File: config.mk
export PLATFORM = sky130hd
export DESIGN_NAME = tca_conv_ctrl
export DESIGN_NICKNAME = d
export VERILOG_FILES = /design/src/design/tca_pkg.sv /design/src/design/tca_conv_ctrl.sv /design/src/design/tca_period_timer.sv
export SDC_FILE = /design/constraint.sdc
export NUM_CORES = 1
export LEC_CHECK = 0
export BUFFER_PORTS_ARGS = -buffer_cell sky130_fd_sc_hd__buf_2
export CORE_UTILIZATION = 35
export CTS_CLUSTER_SIZE = 30
export DETAILED_ROUTE_END_ITERATION = 10
export PLACE_DENSITY = 0.62
export SLEW_MARGIN = 5
export SYNTH_ARGS = -nofsm -noshare
export SYNTH_HDL_FRONTEND = slang
export SYNTH_SLANG_ARGS = --single-unit
File: constraint.sdc
create_clock -name i_mclk -period 25.5 [get_ports i_mclk]
set_clock_uncertainty 0.2 [all_clocks]
set_input_delay 0 -clock i_mclk [delete_from_list [all_inputs] [get_ports i_mclk]]
set_output_delay 0 -clock i_mclk [all_outputs]
set_load 0.03 [all_outputs]
File: src/design/tca_pkg.sv
// Constants, types and lookups shared by the conversion control block.
// Assumes one 50 MHz clock and a serial engine that decodes register accesses.
package tca_pkg;

    // Clock and time base
    localparam int CLK_PERIOD_NS = 20;
    localparam int TICK_US       = 500;
    localparam int TICK_CYC_DEF  = TICK_US * 1000 / CLK_PERIOD_NS;
    localparam int SRST_US       = 2000;
    // Tick phase is free during soft reset, so one extra tick keeps the least time
    localparam int SRST_TICKS    = SRST_US / TICK_US + 1;
    localparam int NV_LOAD_CYC_DEF = 16;

    // Register offsets
    localparam logic [7:0] OFF_RESULT = 8'h00;
    localparam logic [7:0] OFF_CFG    = 8'h01;
    localparam logic [7:0] OFF_THI    = 8'h02;
    localparam logic [7:0] OFF_TLO    = 8'h03;

    // Reset values
    localparam logic [15:0] RESULT_RST = 16'h8000;
    localparam logic [15:0] CFG_RST    = 16'h0220;
    localparam logic [15:0] THI_RST    = 16'h6000;
    localparam logic [15:0] TLO_RST    = 16'h8000;

    // Configuration field positions
    localparam int BIT_HI_FLAG = 15;
    localparam int BIT_LO_FLAG = 14;
    localparam int BIT_DR_FLAG = 13;
    localparam int BIT_BUSY    = 12;
    localparam int MODE_HI     = 11;
    localparam int MODE_LO     = 10;
    localparam int CYC_HI      = 9;
    localparam int CYC_LO      = 7;
    localparam int AVG_HI      = 6;
    localparam int AVG_LO      = 5;
    localparam int BIT_THERM   = 4;
    localparam int BIT_POL     = 3;
    localparam int BIT_SRC     = 2;
    localparam int BIT_SRST    = 1;

    // Writable bits and bits kept in nonvolatile memory
    localparam logic [15:0] CFG_WMASK  = 16'h0ffc;
    localparam logic [15:0] CFG_NVMASK = 16'h07fc;

    // Conversion mode codes
    localparam logic [1:0] MODE_CC  = 2'h0;
    localparam logic [1:0] MODE_SD  = 2'h1;
    localparam logic [1:0] MODE_ALT = 2'h2;
    localparam logic [1:0] MODE_OS  = 2'h3;

    // Averaging: last index and divide shift per code
    localparam logic [5:0] AVG_LAST  [4] = '{6'h00, 6'h07, 6'h1f, 6'h3f};
    localparam logic [2:0] AVG_SHIFT [4] = '{3'h0, 3'h3, 3'h5, 3'h6};

    // Cycle times and averaging minimum periods, in microseconds
    localparam int CYCLE_US [8] = '{15500, 125000, 250000, 500000,
                                    1000000, 4000000, 8000000, 16000000};
    localparam int AVG_MIN_US [4] = '{0, 125000, 500000, 1000000};

    typedef enum logic [1:0] {
        ST_IDLE  = 2'b00,
        ST_START = 2'b01,
        ST_WAIT  = 2'b10,
        ST_STBY  = 2'b11
    } tca_state_t;

    typedef struct packed {
        logic        wr;
        logic        rd;
        logic [7:0]  addr;
        logic [15:0] wdata;
    } tca_req_t;

    typedef struct packed {
        logic [15:0] cfg;
        logic [15:0] thi;
        logic [15:0] tlo;
    } tca_nv_t;

    function automatic logic [15:0] cycle_ticks(input logic [2:0] code);
        return 16'(CYCLE_US[code] / TICK_US);
    endfunction

    function automatic logic [15:0] avg_min_ticks(input logic [1:0] code);
        return 16'(AVG_MIN_US[code] / TICK_US);
    endfunction

endpackage

File: src/design/tca_conv_ctrl.sv
// Conversion control, configuration, limits and alert logic of a temperature sensor.
// Assumes the serial engine and the converter run on i_mclk and hand over pulses.
`timescale 1ns/100ps
// Functional notes
// Alert mode: high flag sets on result above high limit, clears on config read.
// Therm mode bit 4: high flag sets above high limit, clears below low limit.
// Alert mode: low flag sets on result below low limit, clears on config read.
// Therm mode holds the low flag at zero.
// Ready flag sets on result update, clears on result or config read.
// Bit 12 shows busy while nonvolatile memory loads or programs.
// Mode 00 continuous, 01 shutdown, 11 one-shot; 10 acts and reads as 00.
// Cycle code sets period; averaging raises the minimum period.
// Averaging code picks 1, 8, 32 or 64 conversions, block averaged.
// Conversions longer than the period run back to back, no standby.
// Polarity bit 3 makes alert pin active high when set.
// Source bit 2 drives alert from ready flag, else from limit flags.
// Writing soft reset bit 1 resets internally for 2 ms; reads zero.
// At reset, storable configuration bits load from nonvolatile memory.
// Mode upper bit never loads from memory; start is shutdown or continuous.
// High limit is 16-bit two's complement, same format as the result.
// High limit reloads from memory after power-up or general-call reset.
// Low limit, same format, reloads from memory after power-up or reset.
// General-call reset returns the registers to power-up values.
// Shutdown converts nothing; one-shot runs one averaged cycle then shuts down.
// Writes to status bits 15:12 and bit 0 have no effect.
module tca_conv_ctrl #(
    parameter int TICK_CYC    = tca_pkg::TICK_CYC_DEF,
    parameter int NV_LOAD_CYC = tca_pkg::NV_LOAD_CYC_DEF
) (
    input  wire logic              i_mclk,
    input  wire logic              i_rst,
    input  wire tca_pkg::tca_req_t i_req,
    output logic [15:0]            o_rdata,
    output logic                   o_rvalid,
    input  wire logic              i_gcall_rst,
    input  wire tca_pkg::tca_nv_t  i_nv,
    input  wire logic              i_nv_prog,
    output logic                   o_conv_start,
    input  wire logic              i_conv_done,
    input  wire logic [15:0]       i_conv_data,
    output logic                   o_alert
);
    import tca_pkg::*;

    tca_state_t  state_r;
    logic [15:0] cfg_r;
    logic [15:0] thi_r;
    logic [15:0] tlo_r;
    logic [15:0] result_r;
    logic        hi_r;
    logic        lo_r;
    logic        dr_r;
    logic        busy_r;
    logic        hold_r;
    logic [2:0]  srst_cnt_r;
    logic [15:0] load_cnt_r;
    logic        load_r;
    logic [5:0]  cnt_r;
    logic [21:0] acc_r;
    logic [21:0] acc_nxt;
    logic [21:0] avg_full;
    logic        upd_r;
    logic        os_done_r;
    logic        restart_r;
    logic        tick;
    logic        expired;
    logic [15:0] limit;
    logic        wr_cfg;
    logic        wr_thi;
    logic        wr_tlo;
    logic        rd_cfg;
    logic        rd_res;
    logic        srst_req;
    logic        clr_evt;
    logic        os_kick;
    logic        run;
    logic        therm;
    logic        alert_lvl;
    logic [1:0]  mode;
    logic [1:0]  avg_code;
    logic [15:0] cfg_rd;

    assign mode     = cfg_r[MODE_HI:MODE_LO];
    assign avg_code = cfg_r[AVG_HI:AVG_LO];
    assign therm    = cfg_r[BIT_THERM];

    assign wr_cfg = i_req.wr && i_req.addr == OFF_CFG && !hold_r;
    assign wr_thi = i_req.wr && i_req.addr == OFF_THI && !hold_r;
    assign wr_tlo = i_req.wr && i_req.addr == OFF_TLO && !hold_r;
    assign rd_cfg = i_req.rd && i_req.addr == OFF_CFG;
    assign rd_res = i_req.rd && i_req.addr == OFF_RESULT;

    // soft reset request
    assign srst_req = wr_cfg && i_req.wdata[BIT_SRST];
    // general call and soft reset restore power-up values
    assign clr_evt  = srst_req || i_gcall_rst;
    assign os_kick  = wr_cfg && i_req.wdata[MODE_HI:MODE_LO] == MODE_OS;
    // shutdown or reset sequence stops conversions
    assign run      = !hold_r && load_cnt_r == 16'h0 && mode != MODE_SD;

    // block accumulation and divide by shift
    assign acc_nxt  = acc_r + {{6{i_conv_data[15]}}, i_conv_data};
    assign avg_full = $signed(acc_nxt) >>> AVG_SHIFT[avg_code];

    // averaging raises the minimum period
    assign limit = (cycle_ticks(cfg_r[CYC_HI:CYC_LO]) > avg_min_ticks(avg_code)) ?
                   cycle_ticks(cfg_r[CYC_HI:CYC_LO]) : avg_min_ticks(avg_code);

    // status and unused bits come from hardware, not writes
    assign cfg_rd = {hi_r, lo_r && !therm, dr_r, busy_r, cfg_r[11:2], 2'b00};

    // alert source select
    assign alert_lvl = cfg_r[BIT_SRC] ? dr_r : (hi_r || (lo_r && !therm));

    function automatic logic [15:0] fix_cfg(input logic [15:0] w, input logic [15:0] m);
        logic [15:0] c;
        c = w & m;
        // code 10 stored and read back as continuous
        if (c[MODE_HI:MODE_LO] == MODE_ALT) begin
            c[MODE_HI:MODE_LO] = MODE_CC;
        end
        return c;
    endfunction

    tca_period_timer #(
        .TICK_CYC  (TICK_CYC)
    ) u_timer (
        .i_mclk    (i_mclk),
        .i_rst     (i_rst),
        .i_restart (restart_r),
        .i_limit   (limit),
        .o_tick    (tick),
        .o_expired (expired)
    );

    // Reset sequencing: soft reset hold, then nonvolatile load
    always_ff @(posedge i_mclk) begin
        if (i_rst) begin
            hold_r     <= 1'b0;
            srst_cnt_r <= 3'h0;
            load_cnt_r <= 16'(NV_LOAD_CYC);
            load_r     <= 1'b0;
        end else begin
            load_r <= 1'b0;
            if (i_gcall_rst) begin
                hold_r     <= 1'b0;
                load_cnt_r <= 16'(NV_LOAD_CYC);
            end else if (srst_req) begin
                // internal reset lasts 2 ms
                hold_r     <= 1'b1;
                srst_cnt_r <= 3'(SRST_TICKS);
            end else if (hold_r) begin
                if (tick) begin
                    srst_cnt_r <= srst_cnt_r - 3'h1;
                    if (srst_cnt_r == 3'h1) begin
                        hold_r     <= 1'b0;
                        load_cnt_r <= 16'(NV_LOAD_CYC);
                    end
                end
            end else if (load_cnt_r != 16'h0) begin
                load_cnt_r <= load_cnt_r - 16'h1;
                if (load_cnt_r == 16'h1) begin
                    load_r <= 1'b1;
                end
            end
        end
    end

    // busy while loading or programming
    always_ff @(posedge i_mclk) begin
        if (i_rst) begin
            busy_r <= 1'b1;
        end else begin
            busy_r <= clr_evt || hold_r || load_cnt_r != 16'h0 || i_nv_prog;
        end
    end

    // Configuration register
    always_ff @(posedge i_mclk) begin
        if (i_rst || clr_evt) begin
            cfg_r <= CFG_RST & CFG_WMASK;
        end else if (load_r) begin
            // storable fields from memory
            // upper mode bit masked off
            cfg_r <= fix_cfg(i_nv.cfg, CFG_NVMASK);
        end else if (wr_cfg) begin
            // only writable bits stored
            cfg_r <= fix_cfg(i_req.wdata, CFG_WMASK);
        end else if (os_done_r && mode == MODE_OS) begin
            // one-shot falls back to shutdown
            cfg_r[MODE_HI:MODE_LO] <= MODE_SD;
        end
    end

    // Limit registers
    always_ff @(posedge i_mclk) begin
        if (i_rst || clr_evt) begin
            thi_r <= THI_RST;
            tlo_r <= TLO_RST;
        end else if (load_r) begin
            // high limit from memory
            thi_r <= i_nv.thi;
            // low limit from memory
            tlo_r <= i_nv.tlo;
        end else begin
            if (wr_thi) begin
                thi_r <= i_req.wdata;
            end
            if (wr_tlo) begin
                tlo_r <= i_req.wdata;
            end
        end
    end

    // Conversion sequencer
    always_ff @(posedge i_mclk) begin
        if (i_rst || clr_evt) begin
            state_r      <= ST_IDLE;
            cnt_r        <= 6'h0;
            acc_r        <= 22'h0;
            result_r     <= RESULT_RST;
            o_conv_start <= 1'b0;
            upd_r        <= 1'b0;
            os_done_r    <= 1'b0;
            restart_r    <= 1'b0;
        end else begin
            o_conv_start <= 1'b0;
            upd_r        <= 1'b0;
            os_done_r    <= 1'b0;
            restart_r    <= 1'b0;
            if (!run) begin
                // shutdown aborts any cycle
                state_r <= ST_IDLE;
                cnt_r   <= 6'h0;
                acc_r   <= 22'h0;
            end else if (os_kick || state_r == ST_IDLE) begin
                state_r   <= ST_START;
                cnt_r     <= 6'h0;
                acc_r     <= 22'h0;
                restart_r <= 1'b1;
            end else begin
                unique case (state_r)
                    ST_START: begin
                        o_conv_start <= 1'b1;
                        state_r      <= ST_WAIT;
                    end
                    ST_WAIT: begin
                        if (i_conv_done) begin
                            // update only after the whole block
                            if (cnt_r == AVG_LAST[avg_code]) begin
                                // result update marks data ready
                                result_r <= avg_full[15:0];
                                upd_r    <= 1'b1;
                                cnt_r    <= 6'h0;
                                acc_r    <= 22'h0;
                                state_r  <= ST_STBY;
                                // single cycle then shutdown
                                os_done_r <= (mode == MODE_OS);
                            end else begin
                                acc_r   <= acc_nxt;
                                cnt_r   <= cnt_r + 6'h1;
                                state_r <= ST_START;
                            end
                        end
                    end
                    ST_STBY: begin
                        // an elapsed period restarts at once
                        if (expired && mode != MODE_OS) begin
                            state_r   <= ST_START;
                            restart_r <= 1'b1;
                        end
                    end
                    ST_IDLE: begin
                        state_r <= ST_START;
                    end
                endcase
            end
        end
    end

    // Status flags; a set in the same cycle as a clear wins
    always_ff @(posedge i_mclk) begin
        if (i_rst || clr_evt) begin
            hi_r <= 1'b0;
            lo_r <= 1'b0;
            dr_r <= 1'b0;
        end else begin
            // signed compare against the limits
            if (upd_r && $signed(result_r) > $signed(thi_r)) begin
                // set above high limit
                // same set in therm mode
                hi_r <= 1'b1;
            end else if (therm ? (upd_r && $signed(result_r) < $signed(tlo_r)) : rd_cfg) begin
                // therm clears below hysteresis
                // alert clears on read
                hi_r <= 1'b0;
            end
            if (therm) begin
                // low flag held off
                lo_r <= 1'b0;
            end else if (upd_r && $signed(result_r) < $signed(tlo_r)) begin
                // set below low limit
                lo_r <= 1'b1;
            end else if (rd_cfg) begin
                // clear on read
                lo_r <= 1'b0;
            end
            if (upd_r) begin
                dr_r <= 1'b1;
            end else if (rd_cfg || rd_res) begin
                // cleared by either read
                dr_r <= 1'b0;
            end
        end
    end

    // Read port; data shows the value before any read clear
    always_ff @(posedge i_mclk) begin
        if (i_rst) begin
            o_rdata  <= 16'h0;
            o_rvalid <= 1'b0;
        end else begin
            o_rvalid <= i_req.rd;
            if (i_req.rd) begin
                unique case (i_req.addr)
                    OFF_RESULT: o_rdata <= result_r;
                    OFF_CFG:    o_rdata <= cfg_rd;
                    OFF_THI:    o_rdata <= thi_r;
                    OFF_TLO:    o_rdata <= tlo_r;
                    default:    o_rdata <= 16'h0;
                endcase
            end
        end
    end

    // Alert pin, inactive high after reset since polarity resets low
    always_ff @(posedge i_mclk) begin
        if (i_rst) begin
            o_alert <= 1'b1;
        end else begin
            // polarity select
            o_alert <= cfg_r[BIT_POL] ? alert_lvl : !alert_lvl;
        end
    end

endmodule

File: src/design/tca_period_timer.sv
// Half-millisecond tick and cycle-period timer.
// Assumes restart is a one-cycle pulse from the same clock domain.
`timescale 1ns/100ps
module tca_period_timer #(
    parameter int TICK_CYC = tca_pkg::TICK_CYC_DEF
) (
    input  wire logic        i_mclk,
    input  wire logic        i_rst,
    input  wire logic        i_restart,
    input  wire logic [15:0] i_limit,
    output logic             o_tick,
    output logic             o_expired
);
    import tca_pkg::*;

    logic [31:0] pre_r;
    logic [15:0] ticks_r;

    // Prescaler realigned on restart so a period is never short
    always_ff @(posedge i_mclk) begin
        if (i_rst || i_restart) begin
            pre_r  <= 32'h0;
            o_tick <= 1'b0;
        end else if (pre_r == 32'(TICK_CYC - 1)) begin
            pre_r  <= 32'h0;
            o_tick <= 1'b1;
        end else begin
            pre_r  <= pre_r + 32'h1;
            o_tick <= 1'b0;
        end
    end

    // Saturating tick count since the cycle began
    always_ff @(posedge i_mclk) begin
        if (i_rst || i_restart) begin
            ticks_r <= 16'h0;
        end else if (o_tick && ticks_r != 16'hffff) begin
            ticks_r <= ticks_r + 16'h1;
        end
    end

    always_ff @(posedge i_mclk) begin
        if (i_rst || i_restart) begin
            o_expired <= 1'b0;
        end else begin
            o_expired <= (ticks_r >= i_limit);
        end
    end

endmodule

# [Word-level counts from Yosys, hierarchy flattened]
# Memories as Yosys holds them, arrays and structs flattened.
# Cells that the tools add are included.
[totals] regBits=185 rom_bits=256 input_bits=95 out_inout_bits=19 elab_cells=190 n_memories=1
[classes] addsub=6 div=2 n_lt_le_gt_ge=6 n_eq_ne=22 shifts=1 muxes=56 n_bitwise=10 reduce_logical=58
[mem_list] name="(no name shown)" words=8 word_bits=32 read_ports=1 rd_clocked_by_memory_dff=0 write_ports=0 line="tca_pkg.sv:82" source="return 16'(CYCLE_US[code] / TICK_US);"
[op_table] cell="2-to-1 mux 16 bit" count=9
[op_table] cell="2-to-1 mux 32 bit" count=4
[op_table] cell="binary-select mux 32 bit (select 2 bit)" count=1
[op_table] cell="divider 32 x 10 -> 32 bit, second input constant" count=2
[op_table] cell="case mux 16 bit (4 select lines)" count=1
[op_table] cell="adder 32 x 1 -> 32 bit, second input constant" count=1
[op_table] cell="equality test 32 x 15 -> 1 bit, second input constant" count=1
[op_table] cell="greater-than comparator 16 bit" count=2
[op_table] cell="adder 22 bit" count=1
[op_table] cell="2-to-1 mux 22 bit" count=1
[op_table] cell=">>> shifter 22 x 3 -> 16 bit" count=1
[op_table] cell="2-to-1 mux 1 bit" count=21
[op_table] cell="logical AND 1 bit" count=18
[op_table] cell="2-to-1 mux 6 bit" count=3
[op_table] cell="nonzero test 2 bit" count=9
[op_table] cell="adder 16 x 1 -> 16 bit, second input constant" count=1
[op_table] cell="equality test 16 x 1 -> 1 bit, second input constant" count=1
[op_table] cell="equality test 8 x 2 -> 1 bit, second input constant" count=2
[op_table] cell="greater-or-equal comparator 16 bit" count=1
[op_table] cell="logical NOT 16 bit" count=1
[op_table] cell="< comparator 16 bit" count=1
[op_table] cell="inequality test 16 bit, second input constant" count=1
[op_table] cell="nonzero test 16 bit" count=1
[op_table] cell="subtractor 16 x 1 -> 16 bit, second input constant" count=1
[op_table] cell="35 further kinds" count=76

# [Longest topological paths before layout]
[depth] word_depth=9 depth_mapped=104 mapped_depth_nobuf=97

# [Cells and area by module]
# A second synthesis with hierarchy kept.
[unflattened] cells_unflattened=2610 area_unflattened_um2=19701.4
[by_module_without_submodules] mod="tca_conv_ctrl" n_inst=1 cells_per_inst=2291 area_per_inst_um2=16906.2 seq_area_each_um2=2702.6
[by_module_without_submodules] mod="tca_period_timer" n_inst=1 cells_per_inst=319 area_per_inst_um2=2795.2 seq_area_each_um2=1001.0

# [Worst setup path before layout]
# Ideal clock, no wire load.
[synth_timing] path_kind="register -> register" from="reg cfg_r[9]" to="reg u_timer.o_expired" setup_time_ns=0.127 t_arrival_ns=17.734 t_required_ns=25.173 setup_slack_ns=7.439 stages_incl_launch_ff=99 path_buffers=9 synth_period_minus_slack_ns=18.061 path_cell_list="dfxtp_1 -> buf_4 -> buf_4 -> inv_1 -> ha_1 -> buf_6 -> or3b_1 -> buf_2 -> nor3_2 -> o2111ai_1 -> a211oi_2 -> o31a_4 -> nor4_2 -> nor3b_2 -> inv_1 -> ha_1 -> or4_1 -> o211a_1 -> [... 63 more ...] -> a21oi_1 -> nor2b_1 -> o21ai_0 -> nand2b_1 -> a21oi_1 -> nor2b_1 -> o21ai_0 -> nand2b_1 -> a21oi_1 -> nor2b_1 -> o21ai_0 -> nand2b_1 -> a21oi_1 -> nor2b_1 -> o21ai_0 -> nand2b_1 -> a21oi_1 -> nor2_1"
[synth_via] elab_chain_len=8
[synth_lines] element="start, declared" line="tca_conv_ctrl.sv:46" source="logic [15:0] cfg_r;"
[synth_lines] element="start signal, assigned" line="tca_conv_ctrl.sv:181" source="cfg_r <= CFG_RST & CFG_WMASK;"
[synth_lines] element="start signal, assigned" line="tca_conv_ctrl.sv:185" source="cfg_r <= fix_cfg(i_nv.cfg, CFG_NVMASK);"
[synth_lines] element="start signal, assigned" line="tca_conv_ctrl.sv:188" source="cfg_r <= fix_cfg(i_req.wdata, CFG_WMASK);"
[synth_lines] element="inverter 3 -> 4 bit (not written as such) *" line="tca_pkg.sv:82"
[synth_lines] element="memory read (8 x 32 bit) *"
[synth_lines] element="2-to-1 mux 32 bit (not written as such) * (2 in a row)" line="tca_pkg.sv:82"
[synth_lines] element="divider 32 x 10 -> 32 bit *" line="tca_pkg.sv:82"
[synth_lines] element="greater-than comparator 16 bit" line="tca_conv_ctrl.sv:106" source="assign limit = (cycle_ticks(cfg_r[CYC_HI:CYC_LO]) > avg_min_ticks(avg_code)) ?"
[synth_lines] element="2-to-1 mux 16 bit *" line="tca_conv_ctrl.sv:106"
[synth_lines] element="greater-or-equal comparator 16 bit *" line="tca_period_timer.sv:46" source="o_expired <= (ticks_r >= i_limit);"
[synth_lines] element="end signal, assigned" line="tca_period_timer.sv:46"
[synth_lines] element="end, declared" line="tca_period_timer.sv:12" source="output logic o_expired"
# Mark *: on every way between the ends. The rest lies on a longest branch, timed or not. The select of a mux whose other input is x is not followed.
# A chain may end at the register's enable or synchronous reset.

# [Final worst setup path]
# Ends and elaborated chain as after synthesis.

==> impl_metrics.csv <==
group,metric,value,unit
critical_path,cp_slowest_cell,"a211oi_2",
power_and_ir_drop,power_leakage,8.68,nW
logic_synthesis,synth_top_family_by_area,"simple AND/OR/NAND/NOR gates",
logic_synthesis,syn_inst,2688,
logic_synthesis,yosys.area_share.simple,0.279,
logic_synthesis,yosysSeqAreaShare,0.184,
die,die-area,0.0584,mm^2
logic_synthesis,synthArstFlopShare,0,
timing,rsz0062_at_grt,"false",
cts,cts_max_level,4,
layout,drive_gt1_frac,0.117,
routing,wl_per_cell,18.5,um
critical_path,crit_path_end_kind,"flop",
logic_synthesis,synthMuxAreaShare,0.0807,
cts,cts_resized,0,
timing,slew_headroom,0.297,
cts,cts_made_buffers,17,
logic_synthesis,synth_edf_count,0,
critical_path,crit_type,"reg -> reg",
cts,tritoncts,"done",
timing,tightest_slew,1.05,ns
layout,fin_util,0.406,
routing,postRouteAntennaNets,0,
die,die_w,242,um
routing,via_per_inst,5.87,
logic_synthesis,synthFlopType,"dfxtp_1",
cts,clk_pin_slew_worst_paths,0.07,ns
placed_design,dpl-instance-area,0.0212,mm^2
timing,finalCritPeriodShare,0.915,
critical_path,max_stage_delay,0.88,ns
timing,setup_violations,0,
grt,overflow,0,
critical_path,start_kind,"flop",
critical_path,critPathRequiredTime,25.62,ns
logic_synthesis,yosys.area_share.xor_xnor,0.0710,
logic_synthesis,synth_top_area_frac,0.184,
timing,max_freq,42.9,MHz
routing,wirelength,66.2,mm
placed_design,gp_congestion,0.968,
cts,cts_buffer_depth,2,
logic_synthesis,synth_compound_area_frac,0.262,
status,outcome,"complete, no violations",
power_and_ir_drop,vdd_drop_max,45.3,uV
routing,vias,21100,
layout,final_cell_mix,"nor2_1 (364), a21oi_1 (238), nand2_1 (195)",
grt,grt_pass1_vias,19600,
routing,drt-initial-drc-count,2214,
cts,cts_root_buf,"clkbuf_16",
placed_design,place_hpwl,49.2,mm
timing,finalHoldViolCount,0,
timing,holdWs,0.0188,ns
placed_design,numPortBuffers,106,
logic_synthesis,synth_area_leaders,"dfxtp_1 (18%), ha_1 (7.3%), nor2_1 (6.8%)",
grt,grt_max_degree,79,
die,pin_count,114,
critical_path,crit_top_cell,"a21oi_1",
power_and_ir_drop,total_power,0.000792,W
routing,drc,0,
logic_synthesis,synthDistinctLibCells,141,
critical_path,critPathMaxFanout,44,
logic_synthesis,syn_avg_cell_area,7.48,um^2
cts,insertion_delay,0.45,ns
timing,fin_setup_tns,0,ns
timing,slew_violations,0,
die,core_area,0.0566,mm^2
grt,grtUsageTotal,0.220,
layout,area_growth,14.2,%
logic_synthesis,ys_ff_latch,185,
die,fp-row-count,87,
grt,grt_pass1_wl,106,mm
logic_synthesis,netlist_area,0.0201,mm^2
layout,nNetsFinal,3031,
critical_path,crit_arrival,23.45,ns
routing,first_pass_iters,6,
run,drv_cap,0,
grt,antenna_found_initial,2,
die,dieHeight,242,um
logic_synthesis,synth_fa_ha_area_frac,0.0743,
logic_synthesis,yosysWarningCount,0,
layout,fin_area,0.0230,mm^2
logic_synthesis,syn-num-nets,2901,
cts,cts_sinks,185,
timing,post-route-min-period,23.33,ns
layout,layout_commonest_cell,"nor2_1",
die,initial_core_util,0.355,
worst_hold_path,hold_class,"in -> reg",
logic_synthesis,synth_top_cell_by_area,"dfxtp_1",
power_and_ir_drop,powerDensity,34.5,mW/mm^2
## timing repair
action,CTS,global route
hold buffers,113,0
setup buffers,0,0
hold endpoints to repair,89,0
## sequential cells by signal, summed over array words and instances, names as in the netlist, 2 cells and up
signal / count
u_timer.pre_r: 32
acc_r: 22
load_cnt_r: 16
o_rdata: 16
result_r: 16
thi_r: 16
tlo_r: 16
u_timer.ticks_r: 16
cfg_r: 10
cnt_r: 6
srst_cnt_r: 3
state_r: 2
## report_power, final
| group | total (W) | switching [W] | internal (W) | leakage, nW |
|---|---|---|---|---|
| Sequential | 0.000293 | 0.00000195 | 0.000291 | 1.49 |
| Clock | 0.000282 | 0.000121 | 0.000161 | 0.296 |
| Combinational | 0.000218 | 0.000128 | 0.0000897 | 6.90 |
## layer usage
layer,track usage,vias to the layer above,part of all wire
li1,-,10200,-
met1,0.306,9959,0.46
met2,0.349,818,0.45
met3,0.0231,134,0.061
met4,0.0821,2,0.033
met5,0,-,0.00017
## kinds of logic (layout without fill, tap and decap cells)
family                     count (synthesis)  after routing
buffers and inverters                    242            385
and+or+nand+nor                         1092           1092
xor gates and xnor gates                 159            159
adders and majority gates                119            119
AOI/OAI and AO/OA                        754            754
DFF                                      185            185
other                                      0              1
muxes                                    137            137
## Yosys cell counts (all sizes together) (22+ instances only)
library cell    n
and2           23
o31ai          22
a21o           25
o211ai         32
and3           41
xor2           62
o21ai         139
dfxtp         185
nand3          97
a211oi         28
mux2i         101
or3            30
nand4          33
inv           110
nor4           41
buf            39
nand2b         42
nor2          373
nor2b          49
xnor2          96
ha            117
a21oi         241
nor3           74
clkbuf         92
a22oi          22
nand2         198
or2            23
a31oi          38
## path summary, 6_finish.rpt
check / start / end / slack, ns / cells past startpoint
setup / recovery: cfg_r[9]$_SDFFE_PP1P_ / u_timer.o_expired$_SDFF_PP0_ / 2.17 / 96
hold / removal: i_conv_data[9] / acc_r[9]$_SDFFE_PP0P_ / 0.02 / 5
setup reg to reg: cfg_r[9]$_SDFFE_PP1P_ / u_timer.o_expired$_SDFF_PP0_ / 2.17 / 96
hold reg to reg: u_timer.pre_r[0]$_SDFF_PP0_ / u_timer.pre_r[0]$_SDFF_PP0_ / 0.25 / 1
## metrics by stage
step / worst slack (ns) / instances
finish: 2.17 / 3588
global route: 0.300 / 3588
CTS: 2.45 / 3587
detailed placement: 2.50 / 3442
global placement: 2.78 / 3442
floorplan: 7.44 / 2688
## critical path, delay by kind of cell (launching register included)
kind	cells	cell delay [ns]
AO/OA/AOI/OAI	41	9.55
AND/OR/NAND/NOR	38	8.38
buffers and inverters	10	2.67
adder cells (fa/ha/maj)	6	1.63
multiplexers	1	0.40
flip-flops	1	0.31
## final cells by class
| type | instances | area (um^2) |
|---|---|---|
| Timing Repair Buffer | 242 | 1830 |
| Multi-Input combinational cell | 2261 | 15400 |
| Sequential cell | 185 | 3710 |
| Tap cell | 756 | 946 |
| Clock buffer | 20 | 457 |
| Inverter | 111 | 419 |
| Clock inverter | 12 | 164 |
| Antenna cell | 1 | 2.50 |
| Fill cell | 5869 | 33600 |
(Power assumes the default switching activity.)
